`config.mk`:
```
export PLATFORM = sky130hd
export DESIGN_NAME = cbic_top
export DESIGN_NICKNAME = d
export VERILOG_FILES = /design/src/shared/cbic_pkg.sv /design/src/shared/cbic_seq_if.sv /design/src/logic/cbic_top.sv /design/src/logic/cbic_sync.sv /design/src/logic/cbic_seq.sv
export SDC_FILE = /design/constraint.sdc
export NUM_CORES = 1
export LEC_CHECK = 0
export ABC_CLOCK_PERIOD_IN_PS = 2400
export BUFFER_PORTS_ARGS = -buffer_cell sky130_fd_sc_hd__buf_4
export CAP_MARGIN = 20
export CELL_PAD_IN_SITES_DETAIL_PLACEMENT = 0
export CELL_PAD_IN_SITES_GLOBAL_PLACEMENT = 1
export CORE_UTILIZATION = 34
export DETAILED_ROUTE_END_ITERATION = 6
export PLACE_DENSITY_LB_ADDON = 0.1
export SKIP_CTS_REPAIR_TIMING = 1
export SYNTH_ARGS = -nofsm -noshare
export SYNTH_HDL_FRONTEND = slang
export SYNTH_SLANG_ARGS = --single-unit
```
`constraint.sdc`:
```
create_clock -name mclk -period 2.4 [get_ports mclk]
set_clock_uncertainty 0.15 [all_clocks]
set_input_delay 0.24 -clock mclk [delete_from_list [all_inputs] [get_ports mclk]]
set_output_delay 0.24 -clock mclk [all_outputs]
set_load 0.02 [all_outputs]
```
`src/shared/cbic_pkg.sv`:
```
// constants and types shared by the bus, interrupt and reset control
// assumes a single 25 MHz clock; one machine cycle is two clocks
package cbic_pkg;

   // ==========================================================
   // clocking
   localparam int unsigned CLK_HZ      = 25_000_000;
   localparam int unsigned CLK_PER_CYC = 2;

   // ==========================================================
   // vectors and stack
   localparam logic [15:0] VEC_NMI_LO  = 16'hFFFA;
   localparam logic [15:0] VEC_RST_LO  = 16'hFFFC;
   localparam logic [15:0] VEC_IRQ_LO  = 16'hFFFE;
   localparam logic [15:0] VEC_HI_OFS  = 16'h0001;
   localparam logic [7:0]  STACK_PAGE  = 8'h01;
   localparam logic [7:0]  SP_PUSHES   = 8'h03;

   // ==========================================================
   // sequence step counts
   localparam logic [3:0]  RST_INIT_CYC = 4'h6;
   localparam logic [3:0]  PUSH_CYC     = 4'h3;
   localparam logic [3:0]  STEP_ONE     = 4'h1;

   // ==========================================================
   // synchronised pin vector: field positions and reset value
   localparam int unsigned PIN_W    = 6;
   localparam int unsigned PIN_DBE  = 0;
   localparam int unsigned PIN_RDY  = 1;
   localparam int unsigned PIN_IRQN = 2;
   localparam int unsigned PIN_NMIN = 3;
   localparam int unsigned PIN_SO   = 4;
   localparam int unsigned PIN_RSTN = 5;
   localparam logic [PIN_W-1:0] PIN_RST_VAL = 6'h0E;

   // ==========================================================
   // reset values of control state
   localparam logic        RST_I_FLAG = 1'b1;
   localparam logic        RST_V_FLAG = 1'b0;
   localparam logic [15:0] RST_ADDR   = 16'h0000;

   typedef enum logic [1:0] {CBIC_K_RST, CBIC_K_IRQ, CBIC_K_NMI} cbic_kind_e;
   typedef enum logic [1:0] {CBIC_M_HOLD, CBIC_M_RUN, CBIC_M_SEQ} cbic_mode_e;

endpackage

```
`src/shared/cbic_seq_if.sv`:
```
// interface between the control top and the sequence cycle generator
// assumes both ends sit in the mclk domain
`timescale 1ns/1ps
interface cbic_seq_if;
   import cbic_pkg::*;
   cbic_kind_e  kind;
   logic [3:0]  step;
   logic [7:0]  sp;
   logic [15:0] pc;
   logic [7:0]  p;
   logic [15:0] addr;
   logic [7:0]  wdata;
   logic        wr;
   logic        vec_lo;
   logic        last;
   modport ctl (output kind, step, sp, pc, p, input addr, wdata, wr, vec_lo, last);
   modport gen (input kind, step, sp, pc, p, output addr, wdata, wr, vec_lo, last);
endinterface

```
`src/logic/cbic_top.sv`:
```
// bus, interrupt and reset control for an 8-bit processor core
// assumes the core sits on mclk, presents each cycle during phase one
// and waits for core_advance before moving on
`timescale 1ns/1ps

// Contract
// - data pins driven only with enable high
// - read cycles never drive data pins
// - hold low in read freezes address
// - halt ends at phase two, hold high
// - hold ignored during write cycles
// - bus released flag high only when halted
// - maskable request taken at boundary, mask clear
// - sequence pushes pc and status
// - mask flag set after pushes
// - maskable vector FFFE then FFFF
// - no interrupt recognised while hold low
// - unmaskable falling edge requests sequence
// - unmaskable ignores mask flag
// - unmaskable vector FFFA then FFFB
// - maskable request sampled phase two, unmaskable edge every clock, start phase one
// - overflow input sets overflow flag
// - fetch marker high through opcode fetch
// - hold at fetch freezes processor
// - no writes while reset pin low
// - reset rising edge starts sequence
// - six init cycles, mask, vector FFFC/FFFD
module cbic_top (
   // clock, reset, enable
   input  wire logic        mclk,
   input  wire logic        sys_rst,
   input  wire logic        clk_en,
   // pins from the system
   input  wire logic        data_output_enable,
   input  wire logic        cycle_hold_input,
   input  wire logic        maskable_interrupt_request_n,
   input  wire logic        unmaskable_interrupt_request_n,
   input  wire logic        overflow_set_input,
   input  wire logic        reset_n,
   input  wire logic [7:0]  data_in,
   // pins to the system
   output logic      [15:0] addr_out,
   output logic      [7:0]  data_out,
   output logic             data_oe_n,
   output logic             rd_wr_n,
   output logic             bus_released_flag,
   output logic             opcode_fetch_marker,
   output logic             phase_two,
   // cycle request from the core
   input  wire logic [15:0] core_addr,
   input  wire logic [7:0]  core_wdata,
   input  wire logic        core_write,
   input  wire logic        core_fetch,
   input  wire logic        core_last,
   input  wire logic [15:0] core_pc,
   input  wire logic [7:0]  core_sp,
   input  wire logic [7:0]  core_p,
   input  wire logic        core_flag_wr,
   input  wire logic        core_flag_i,
   input  wire logic        core_flag_v,
   // answers to the core
   output logic             core_advance,
   output logic      [7:0]  core_rdata,
   output logic             pc_load,
   output logic      [15:0] pc_value,
   output logic             sp_load,
   output logic      [7:0]  sp_value,
   output logic             flag_i,
   output logic             flag_v
);
   import cbic_pkg::*;

   // ==========================================================
   // pin synchronisers
   logic [PIN_W-1:0] pin_f;
   logic dbe_f, rdy_f, irq_n_f, nmi_n_f, so_f, rst_f;

   cbic_sync u_sync (
      .mclk    (mclk),
      .sys_rst (sys_rst),
      .clk_en  (clk_en),
      .pin_raw ({reset_n, overflow_set_input, unmaskable_interrupt_request_n,
                 maskable_interrupt_request_n, cycle_hold_input,
                 data_output_enable}),
      .pin_f   (pin_f)
   );

   assign dbe_f   = pin_f[PIN_DBE];
   assign rdy_f   = pin_f[PIN_RDY];
   assign irq_n_f = pin_f[PIN_IRQN];
   assign nmi_n_f = pin_f[PIN_NMIN];
   assign so_f    = pin_f[PIN_SO];
   assign rst_f   = pin_f[PIN_RSTN];

   // ==========================================================
   // sequence generator
   cbic_seq_if sq ();
   cbic_seq    u_seq (.sq(sq.gen));

   // ==========================================================
   // state
   cbic_mode_e  mode_q, mode_d;
   cbic_kind_e  kind_q, kind_d;
   logic [3:0]  step_q, step_d;
   logic [7:0]  vlo_q, vlo_d;
   logic        rst_prev_q, rst_prev_d, nmi_prev_q, nmi_prev_d;
   logic        nmi_pend_q, nmi_pend_d, irq_q, irq_d;
   logic        i_q, i_d, v_q, v_d;
   logic        ph_q, ph_d, halt_q, halt_d;
   logic [15:0] addr_q, addr_d, pcv_q, pcv_d;
   logic [7:0]  wd_q, wd_d, rd_q, rd_d, spv_q, spv_d;
   logic        wr_q, wr_d, oe_n_q, oe_n_d, ba_q, ba_d, sync_q, sync_d;
   logic        adv_q, adv_d, pcl_q, pcl_d, spl_q, spl_d;
   logic        cyc_end, start_rst, nmi_fall, nmi_take, load, seq_done;

   assign sq.kind = kind_q;
   assign sq.step = step_q;
   assign sq.sp   = core_sp;
   assign sq.pc   = core_pc;
   // pushed status carries this block's mask (bit 2) and overflow (bit 6)
   assign sq.p    = {core_p[7], v_q, core_p[5:3], i_q, core_p[1:0]};

   // a cycle ends at phase two unless held; writes ignore the hold
   assign cyc_end   = ph_q & (rdy_f | wr_q) & (mode_q != CBIC_M_HOLD);
   assign start_rst = rst_f & ~rst_prev_q;
   assign nmi_fall  = nmi_prev_q & ~nmi_n_f;
   assign seq_done  = cyc_end & (mode_q == CBIC_M_SEQ) & sq.last;

   // ==========================================================
   // mode, sequence and flags: next values
   always_comb begin
      mode_d     = mode_q;
      kind_d     = kind_q;
      step_d     = step_q;
      vlo_d      = vlo_q;
      nmi_take   = 1'b0;
      rst_prev_d = rst_f;
      nmi_prev_d = nmi_n_f;
      irq_d      = ph_q ? ~irq_n_f : irq_q;
      i_d        = core_flag_wr ? core_flag_i : i_q;
      v_d        = core_flag_wr ? core_flag_v : v_q;
      if (!rst_f) begin
         mode_d = CBIC_M_HOLD;
      end else if (start_rst) begin
         mode_d = CBIC_M_SEQ;
         kind_d = CBIC_K_RST;
         step_d = 4'h0;
      end else if (cyc_end) begin
         unique case (mode_q)
            CBIC_M_RUN: begin
               // boundary only, and never while held
               if (core_last && rdy_f) begin
                  if (nmi_pend_q) begin
                     mode_d   = CBIC_M_SEQ;
                     kind_d   = CBIC_K_NMI;
                     step_d   = 4'h0;
                     nmi_take = 1'b1;
                  end else if (irq_q && !i_q) begin
                     mode_d = CBIC_M_SEQ;
                     kind_d = CBIC_K_IRQ;
                     step_d = 4'h0;
                  end
               end
            end
            CBIC_M_SEQ: begin
               step_d = step_q + STEP_ONE;
               if (sq.vec_lo) begin
                  vlo_d = data_in;
               end
               if (sq.last) begin
                  mode_d = CBIC_M_RUN;
               end
            end
            default: begin
               mode_d = mode_q;
            end
         endcase
      end
      // hardware sets win over a core write in the same cycle
      if (mode_q == CBIC_M_SEQ && sq.vec_lo) begin
         i_d = 1'b1;
      end
      if (so_f) begin
         v_d = 1'b1;
      end
      // a new edge beats the clear from the sequence start
      nmi_pend_d = nmi_fall | (nmi_pend_q & ~nmi_take);
   end

   always_ff @(posedge mclk) begin
      if (sys_rst) begin
         mode_q     <= CBIC_M_HOLD;
         kind_q     <= CBIC_K_RST;
         step_q     <= 4'h0;
         vlo_q      <= 8'h00;
         rst_prev_q <= 1'b0;
         nmi_prev_q <= 1'b1;
         nmi_pend_q <= 1'b0;
         irq_q      <= 1'b0;
         i_q        <= RST_I_FLAG;
         v_q        <= RST_V_FLAG;
      end else if (clk_en) begin
         mode_q     <= mode_d;
         kind_q     <= kind_d;
         step_q     <= step_d;
         vlo_q      <= vlo_d;
         rst_prev_q <= rst_prev_d;
         nmi_prev_q <= nmi_prev_d;
         nmi_pend_q <= nmi_pend_d;
         irq_q      <= irq_d;
         i_q        <= i_d;
         v_q        <= v_d;
      end
   end

   // ==========================================================
   // phase, hold and bus outputs: next values
   always_comb begin
      // a fresh reset sequence always starts in phase one
      ph_d   = start_rst ? 1'b0 : ~ph_q;
      load   = ~ph_q & ~halt_q;
      addr_d = addr_q;
      wd_d   = wd_q;
      wr_d   = wr_q & rst_f;
      sync_d = sync_q;
      if (load) begin
         addr_d = (mode_q == CBIC_M_SEQ) ? sq.addr : core_addr;
         wd_d   = (mode_q == CBIC_M_SEQ) ? sq.wdata : core_wdata;
         wr_d   = rst_f & ((mode_q == CBIC_M_SEQ) ? sq.wr :
                           (mode_q == CBIC_M_RUN) & core_write);
         sync_d = rst_f & (mode_q == CBIC_M_RUN) & core_fetch;
      end
      // halted address stays put; covers the fetch cycle as well
      halt_d = (mode_q != CBIC_M_HOLD) & ~cyc_end & ~rdy_f & ~wr_d;
      ba_d   = halt_d;
      oe_n_d = ~(wr_d & dbe_f);
      rd_d   = cyc_end ? data_in : rd_q;
      adv_d  = cyc_end & (mode_q == CBIC_M_RUN) & rst_f & ~start_rst;
      pcl_d  = seq_done & rst_f & ~start_rst;
      pcv_d  = seq_done ? {data_in, vlo_q} : pcv_q;
      spl_d  = pcl_d & (kind_q != CBIC_K_RST);
      spv_d  = seq_done ? core_sp - SP_PUSHES : spv_q;
   end

   always_ff @(posedge mclk) begin
      if (sys_rst) begin
         ph_q   <= 1'b0;
         halt_q <= 1'b0;
         addr_q <= RST_ADDR;
         wd_q   <= 8'h00;
         wr_q   <= 1'b0;
         oe_n_q <= 1'b1;
         ba_q   <= 1'b0;
         sync_q <= 1'b0;
         rd_q   <= 8'h00;
         adv_q  <= 1'b0;
         pcl_q  <= 1'b0;
         pcv_q  <= RST_ADDR;
         spl_q  <= 1'b0;
         spv_q  <= 8'h00;
      end else if (clk_en) begin
         ph_q   <= ph_d;
         halt_q <= halt_d;
         addr_q <= addr_d;
         wd_q   <= wd_d;
         wr_q   <= wr_d;
         oe_n_q <= oe_n_d;
         ba_q   <= ba_d;
         sync_q <= sync_d;
         rd_q   <= rd_d;
         adv_q  <= adv_d;
         pcl_q  <= pcl_d;
         pcv_q  <= pcv_d;
         spl_q  <= spl_d;
         spv_q  <= spv_d;
      end
   end

   // ==========================================================
   // outputs straight from flops
   assign addr_out            = addr_q;
   assign data_out            = wd_q;
   assign data_oe_n           = oe_n_q;
   assign rd_wr_n             = ~wr_q;
   assign bus_released_flag   = ba_q;
   assign opcode_fetch_marker = sync_q;
   assign phase_two           = ph_q;
   assign core_advance        = adv_q;
   assign core_rdata          = rd_q;
   assign pc_load             = pcl_q;
   assign pc_value            = pcv_q;
   assign sp_load             = spl_q;
   assign sp_value            = spv_q;
   assign flag_i              = i_q;
   assign flag_v              = v_q;

   // ==========================================================
   // checks
   a_read_no_drive: assert property (@(posedge mclk) disable iff (sys_rst)
      rd_wr_n |-> data_oe_n) else $error("data driven in read cycle");
   a_dbe_low_float: assert property (@(posedge mclk) disable iff (sys_rst)
      clk_en && !dbe_f |=> data_oe_n) else $error("data driven with enable low");
   a_halt_addr_hold: assert property (@(posedge mclk) disable iff (sys_rst)
      halt_q && clk_en |=> $stable(addr_out)) else $error("address moved while halted");
   a_released_not_write: assert property (@(posedge mclk) disable iff (sys_rst)
      bus_released_flag |-> rd_wr_n && $past(!rdy_f)) else $error("bus released badly");
   a_reset_no_write: assert property (@(posedge mclk) disable iff (sys_rst)
      clk_en && !rst_f |=> rd_wr_n) else $error("write during reset");
   a_reset_vector_time: assert property (@(posedge mclk) disable iff (sys_rst)
      $rose(rst_f) && clk_en && rdy_f ##1 (clk_en && rdy_f)[*8]
      |-> ##[4:6] addr_out == VEC_RST_LO) else $error("reset vector late");
   a_nmi_edge_latch: assert property (@(posedge mclk) disable iff (sys_rst)
      clk_en && nmi_fall |=> nmi_pend_q) else $error("nmi edge lost");
   a_irq_mask_gate: assert property (@(posedge mclk) disable iff (sys_rst)
      mode_q == CBIC_M_RUN && mode_d == CBIC_M_SEQ && kind_d == CBIC_K_IRQ |-> !i_q)
      else $error("masked request taken");
   a_mask_after_push: assert property (@(posedge mclk) disable iff (sys_rst)
      clk_en && mode_q == CBIC_M_SEQ && sq.vec_lo |=> flag_i) else $error("mask not set");
   a_overflow_set: assert property (@(posedge mclk) disable iff (sys_rst)
      clk_en && so_f |=> flag_v) else $error("overflow not set");
   a_fetch_is_read: assert property (@(posedge mclk) disable iff (sys_rst)
      opcode_fetch_marker |-> rd_wr_n && ($stable(opcode_fetch_marker) || phase_two))
      else $error("fetch marker in write");
endmodule

```
`src/logic/cbic_sync.sv`:
```
// three-stage pin synchroniser with agreement filter
// assumes pins are asynchronous to mclk
`timescale 1ns/1ps
module cbic_sync (
   // clock and control
   input  wire logic                      mclk,
   input  wire logic                      sys_rst,
   input  wire logic                      clk_en,
   // pins in, filtered levels out
   input  wire logic [cbic_pkg::PIN_W-1:0] pin_raw,
   output logic      [cbic_pkg::PIN_W-1:0] pin_f
);
   import cbic_pkg::*;

   logic [PIN_W-1:0] s1_q, s2_q, s3_q, f_q, f_d;

   // ==========================================================
   // filter: a change counts once stages two and three agree
   always_comb begin
      f_d = f_q;
      for (int i = 0; i < PIN_W; i++) begin
         if (s2_q[i] == s3_q[i]) begin
            f_d[i] = s3_q[i];
         end
      end
   end

   // first stage feeds only the second
   always_ff @(posedge mclk) begin
      if (sys_rst) begin
         s1_q <= PIN_RST_VAL;
         s2_q <= PIN_RST_VAL;
         s3_q <= PIN_RST_VAL;
         f_q  <= PIN_RST_VAL;
      end else if (clk_en) begin
         s1_q <= pin_raw;
         s2_q <= s1_q;
         s3_q <= s2_q;
         f_q  <= f_d;
      end
   end

   assign pin_f = f_q;
endmodule

```
`src/logic/cbic_seq.sv`:
```
// cycle generator for reset and interrupt sequences
// assumes the caller steps it once per completed machine cycle
`timescale 1ns/1ps
module cbic_seq (
   // sequence request and generated cycle
   cbic_seq_if.gen sq
);
   import cbic_pkg::*;

   logic [3:0] vstep;

   // ==========================================================
   // vector base per kind; illegal kind code falls to nmi
   function automatic logic [15:0] vec_base(input cbic_kind_e k);
      unique case (k)
         CBIC_K_RST: vec_base = VEC_RST_LO;
         CBIC_K_IRQ: vec_base = VEC_IRQ_LO;
         default:    vec_base = VEC_NMI_LO;
      endcase
   endfunction

   // pushes (or idle init cycles) first, then vector low, then high
   always_comb begin
      vstep     = (sq.kind == CBIC_K_RST) ? RST_INIT_CYC : PUSH_CYC;
      sq.addr   = {STACK_PAGE, sq.sp};
      sq.wdata  = 8'h00;
      sq.wr     = 1'b0;
      sq.vec_lo = 1'b0;
      sq.last   = 1'b0;
      if (sq.step < vstep) begin
         // reset init cycles are reads: no stack damage
         if (sq.kind != CBIC_K_RST) begin
            sq.wr   = 1'b1;
            sq.addr = {STACK_PAGE, sq.sp - {4'h0, sq.step}};
            unique case (sq.step)
               4'h0:    sq.wdata = sq.pc[15:8];
               4'h1:    sq.wdata = sq.pc[7:0];
               default: sq.wdata = sq.p;
            endcase
         end
      end else if (sq.step == vstep) begin
         sq.addr   = vec_base(sq.kind);
         sq.vec_lo = 1'b1;
      end else begin
         sq.addr = vec_base(sq.kind) + VEC_HI_OFS;
         sq.last = 1'b1;
      end
   end
endmodule

```
==> flow_metrics.py <==
metrics = {
    "clock_tree": {
        "cts_root_buf": "clkbuf_16",
        "cts_max_level": 3,
        "clock_sinks": 110,
        "clk_latency_ps": 350,
        "numCtsBuffers": 9,
        "cts_tree": "yes",
        "cts_buffer_depth": 2,
        "clk_pin_slew_ps": 70,
    },
    "timing": {
        "min_period_ps": 2280,
        "clock.fmax_mhz": 439,
        "rsz0062_at_grt": "yes",
        "max-slew-margin-rel_pct": 54.4,
        "tns_ps": 0,
        "setup_ws_ps": 121,
        "finalSetupViolCount": 0,
        "min_period_over_period_pct": 95.0,
        "hold_violations": 1,
        "drv_slew": 0,
        "tightest_slew_ps": 684,
        "fin_hold_ws_ps": -7.13,
    },
    "route": {
        "routed_wl_um": 13900,
        "detail_route.first_pass.iterations": 4,
        "routed_via_density": 5.16,
        "vias": 4776,
        "drtIter0Drc": 248,
        "wl_per_cell_um": 15.0,
        "drc": 0,
        "detail-route-antenna-nets": 0,
    },
    "layout": {
        "drive_gt1_share_pct": 26.7,
        "final_core_util_pct": 48.0,
        "nets": 830,
        "syn_to_final_growth_pct": 36.0,
        "num_antenna_cells": 0,
        "fillers": 1426,
        "regArea_mm2": 0.00220,
        "final_cells": 925,
        "multi_input_area_mm2": 0.00259,
    },
    "synthesis": {
        "synth.most_common_cell": "dfxtp_1",
        "ys_ff_latch": 110,
        "synth_cell_type_count": 59,
        "synth_area_mm2": 0.00497,
        "synth_common_cells": "110 x dfxtp_1, 91 x nand2_1, 69 x a21oi_1",
        "synthTopCellsByArea": "dfxtp_1 44%, a21oi_1 6.9%, nand2_1 6.9%",
        "synth_nets": 682,
        "ys_warn_count": 0,
        "synth_flop_cell": "dfxtp_1",
        "synth_edf_count": 0,
        "syn_avg_cell_area_um2": 8.40,
        "synth_cells": 592,
        "yosys.area.top_type": "dfxtp_1",
        "synthArstFlopShare_pct": 0,
        "yosysTopAreaCellShare_pct": 44.3,
        "synth_seq_area_share_pct": 44.3,
    },
    "placement": {
        "io_buffers": 142,
        "dp.cells": 896,
        "dp_slack_ps": -19.4,
        "gp_congestion": 0.774,
        "dp_hpwl_um": 9980,
    },
    "global_route": {
        "grtUsageTotal_pct": 18.7,
        "grt_pass1_vias": 4441,
        "antenna_found_initial": 0,
        "grt_overflow": 0,
        "grt_max_degree": 63,
        "grt_first_pass_wirelength_um": 21900,
    },
    "power": {
        "switching_power_w": 0.000948,
        "irDropWorstVdd_mv": 0.293,
        "p_seq_share_pct": 48.9,
        "p_leak_nw": 2.74,
        "switching_share_pct": 24.3,
        "power.total_w": 0.00390,
        "pwr-share-comb_pct": 11.3,
        "powerDensity_mw_per_mm2": 576,
        "intPower_w": 0.00295,
        "clockPowerShare_pct": 39.8,
    },
    "setup_path": {
        "start_kind": "register",
        "crit_path_end_kind": "register",
        "path_cells": "ha_1 > inv_1 > fa_1 > a21o_1 > a2111oi_1 > xor2_1 > o221ai_1 > a21oi_1",
        "critPathMaxStageDelay_ps": 450,
        "cp.required_ps": 2530,
        "crit_buf_inv": 1,
        "criticalPathCategory": "reg -> reg",
        "cp_slowest_cell": "a2111oi_1",
        "arrival_ps": 2410,
        "cp_top_family": "compound AO/OA/AOI/OAI gates",
        "crit_fanout": 2,
    },
    "floorplanning": {
        "die_width_um": 123,
        "fp-row-count": 43,
        "fp.dieArea_mm2": 0.0151,
        "die_h_um": 123,
        "initial_core_util_pct": 35.3,
        "pin_count": 145,
        "coreArea_mm2": 0.0141,
    },
    "run_status": {
        "status": "finished with violations",
        "failed_checks": "hold timing",
    },
    "min_path": {
        "hp-class": "in -> reg",
    },
    "run": {
        "drv_cap": 0,
    },
}
[registers in the layout, indices dropped and copies added, names as in the netlist, 2 cells and up]
| register | flops |
|---|---|
| pc_value | 16 |
| mode_q | 2 |
| sq.step | 4 |
| addr_out | 16 |
| u_sync.s2_q | 6 |
| sp_value | 8 |
| kind_q | 2 |
| core_rdata | 8 |
| u_sync.s1_q | 6 |
| vlo_q | 8 |
| u_sync.pin_f | 6 |
| u_sync.s3_q | 6 |
| data_out | 8 |
[layout by cell type (no fill, tap or decap), drive strengths merged, types with 3 or more instances in the layout]
cell type    count
xnor2            4
a221oi           8
ha              10
or2              4
o2bb2ai          9
o21a             3
a311oi           3
nor3            22
o21ai           12
nand2b           7
o31a             3
buf            166
a21oi           71
nand2           91
nand3           11
a22oi            8
and2             7
a21o             6
clkbuf          12
xor2             5
nand3b           4
a211o           10
inv             13
or3              5
nor4             3
o21bai           6
a31oi            4
dfxtp          110
nor2            49
mux2i           10
dlygate4sd3     11
nor2b           14
o211ai           9
a211oi          14
[layer usage]
layer	vias up	share of wire (%)	global-route usage, %
met1	2251	46	24.6
met5	-	0	0
met2	108	47	30.2
li1	2404	-	-
met3	13	5.2	4.01
met4	0	1.2	6.55
[final timing paths]
path	slack (ps)	cells past startpoint	from	end
worst max-delay path	120	8	sq.step[0]$_SDFFE_PP0P_	addr_out[6]$_SDFFE_PP0P_
worst min-delay path	-7	3	core_flag_i	flag_i$_SDFFE_PP1P_
worst max register to register	120	8	sq.step[0]$_SDFFE_PP0P_	addr_out[6]$_SDFFE_PP0P_
worst min register to register	310	2	vlo_q[2]$_SDFFE_PP0P_	pc_value[2]$_SDFFE_PP0P_
[cell families (layout without fill, tap and decap cells)]
group           Yosys count  after routing  synth area share, %
buf+inv                  51            204                 4.38
compound gates          179            179                 24.2
fa+ha+maj                11             11                 2.92
simple gates            221            221                 20.4
flops                   110            110                 44.3
xor+xnor                  9              9                 1.58
mux                      11             11                 2.24
[stage by stage]
stage / hold WS (ps) / area (um^2)
after detailed placement: 293 / 6300
after global routing: 0.442 / 6760
after global placement: 286 / 6300
after CTS: -75.5 / 6610
final: -7.13 / 6760
after floorplan: 186 / 4970
[power by group through the flow]
stage | clock [W] | combinational (W) | sequential [W]
2_1_floorplan | 0 | 0.000181 | 0.00198
3_3_place_gp | 0 | 0.000425 | 0.00195
3_5_place_dp | 0 | 0.000431 | 0.00195
4_1_cts | 0.00161 | 0.000432 | 0.00190
5_1_grt | 0.00169 | 0.000485 | 0.00191
6_report | 0.00155 | 0.000442 | 0.00190
[worst register-to-register path, stage by stage, from the launching register on]
cell and delay [ps]:
dfxtp_1 330, ha_1 160, inv_1 50, fa_1 400, a21o_1 190, a2111oi_1 450, xor2_1 200, o221ai_1 120
a21oi_1 160
[cell type report]
class                   instances  area share [%]
clock buffers                  11            3.59
clock inverters                 5           0.943
inverters                      10           0.555
multi-input cells             431            38.2
flip-flops and latches        110            32.6
well taps                     180            3.33
repair buffers                178            20.8
Note: power is estimated with default switching activity, not from simulation.
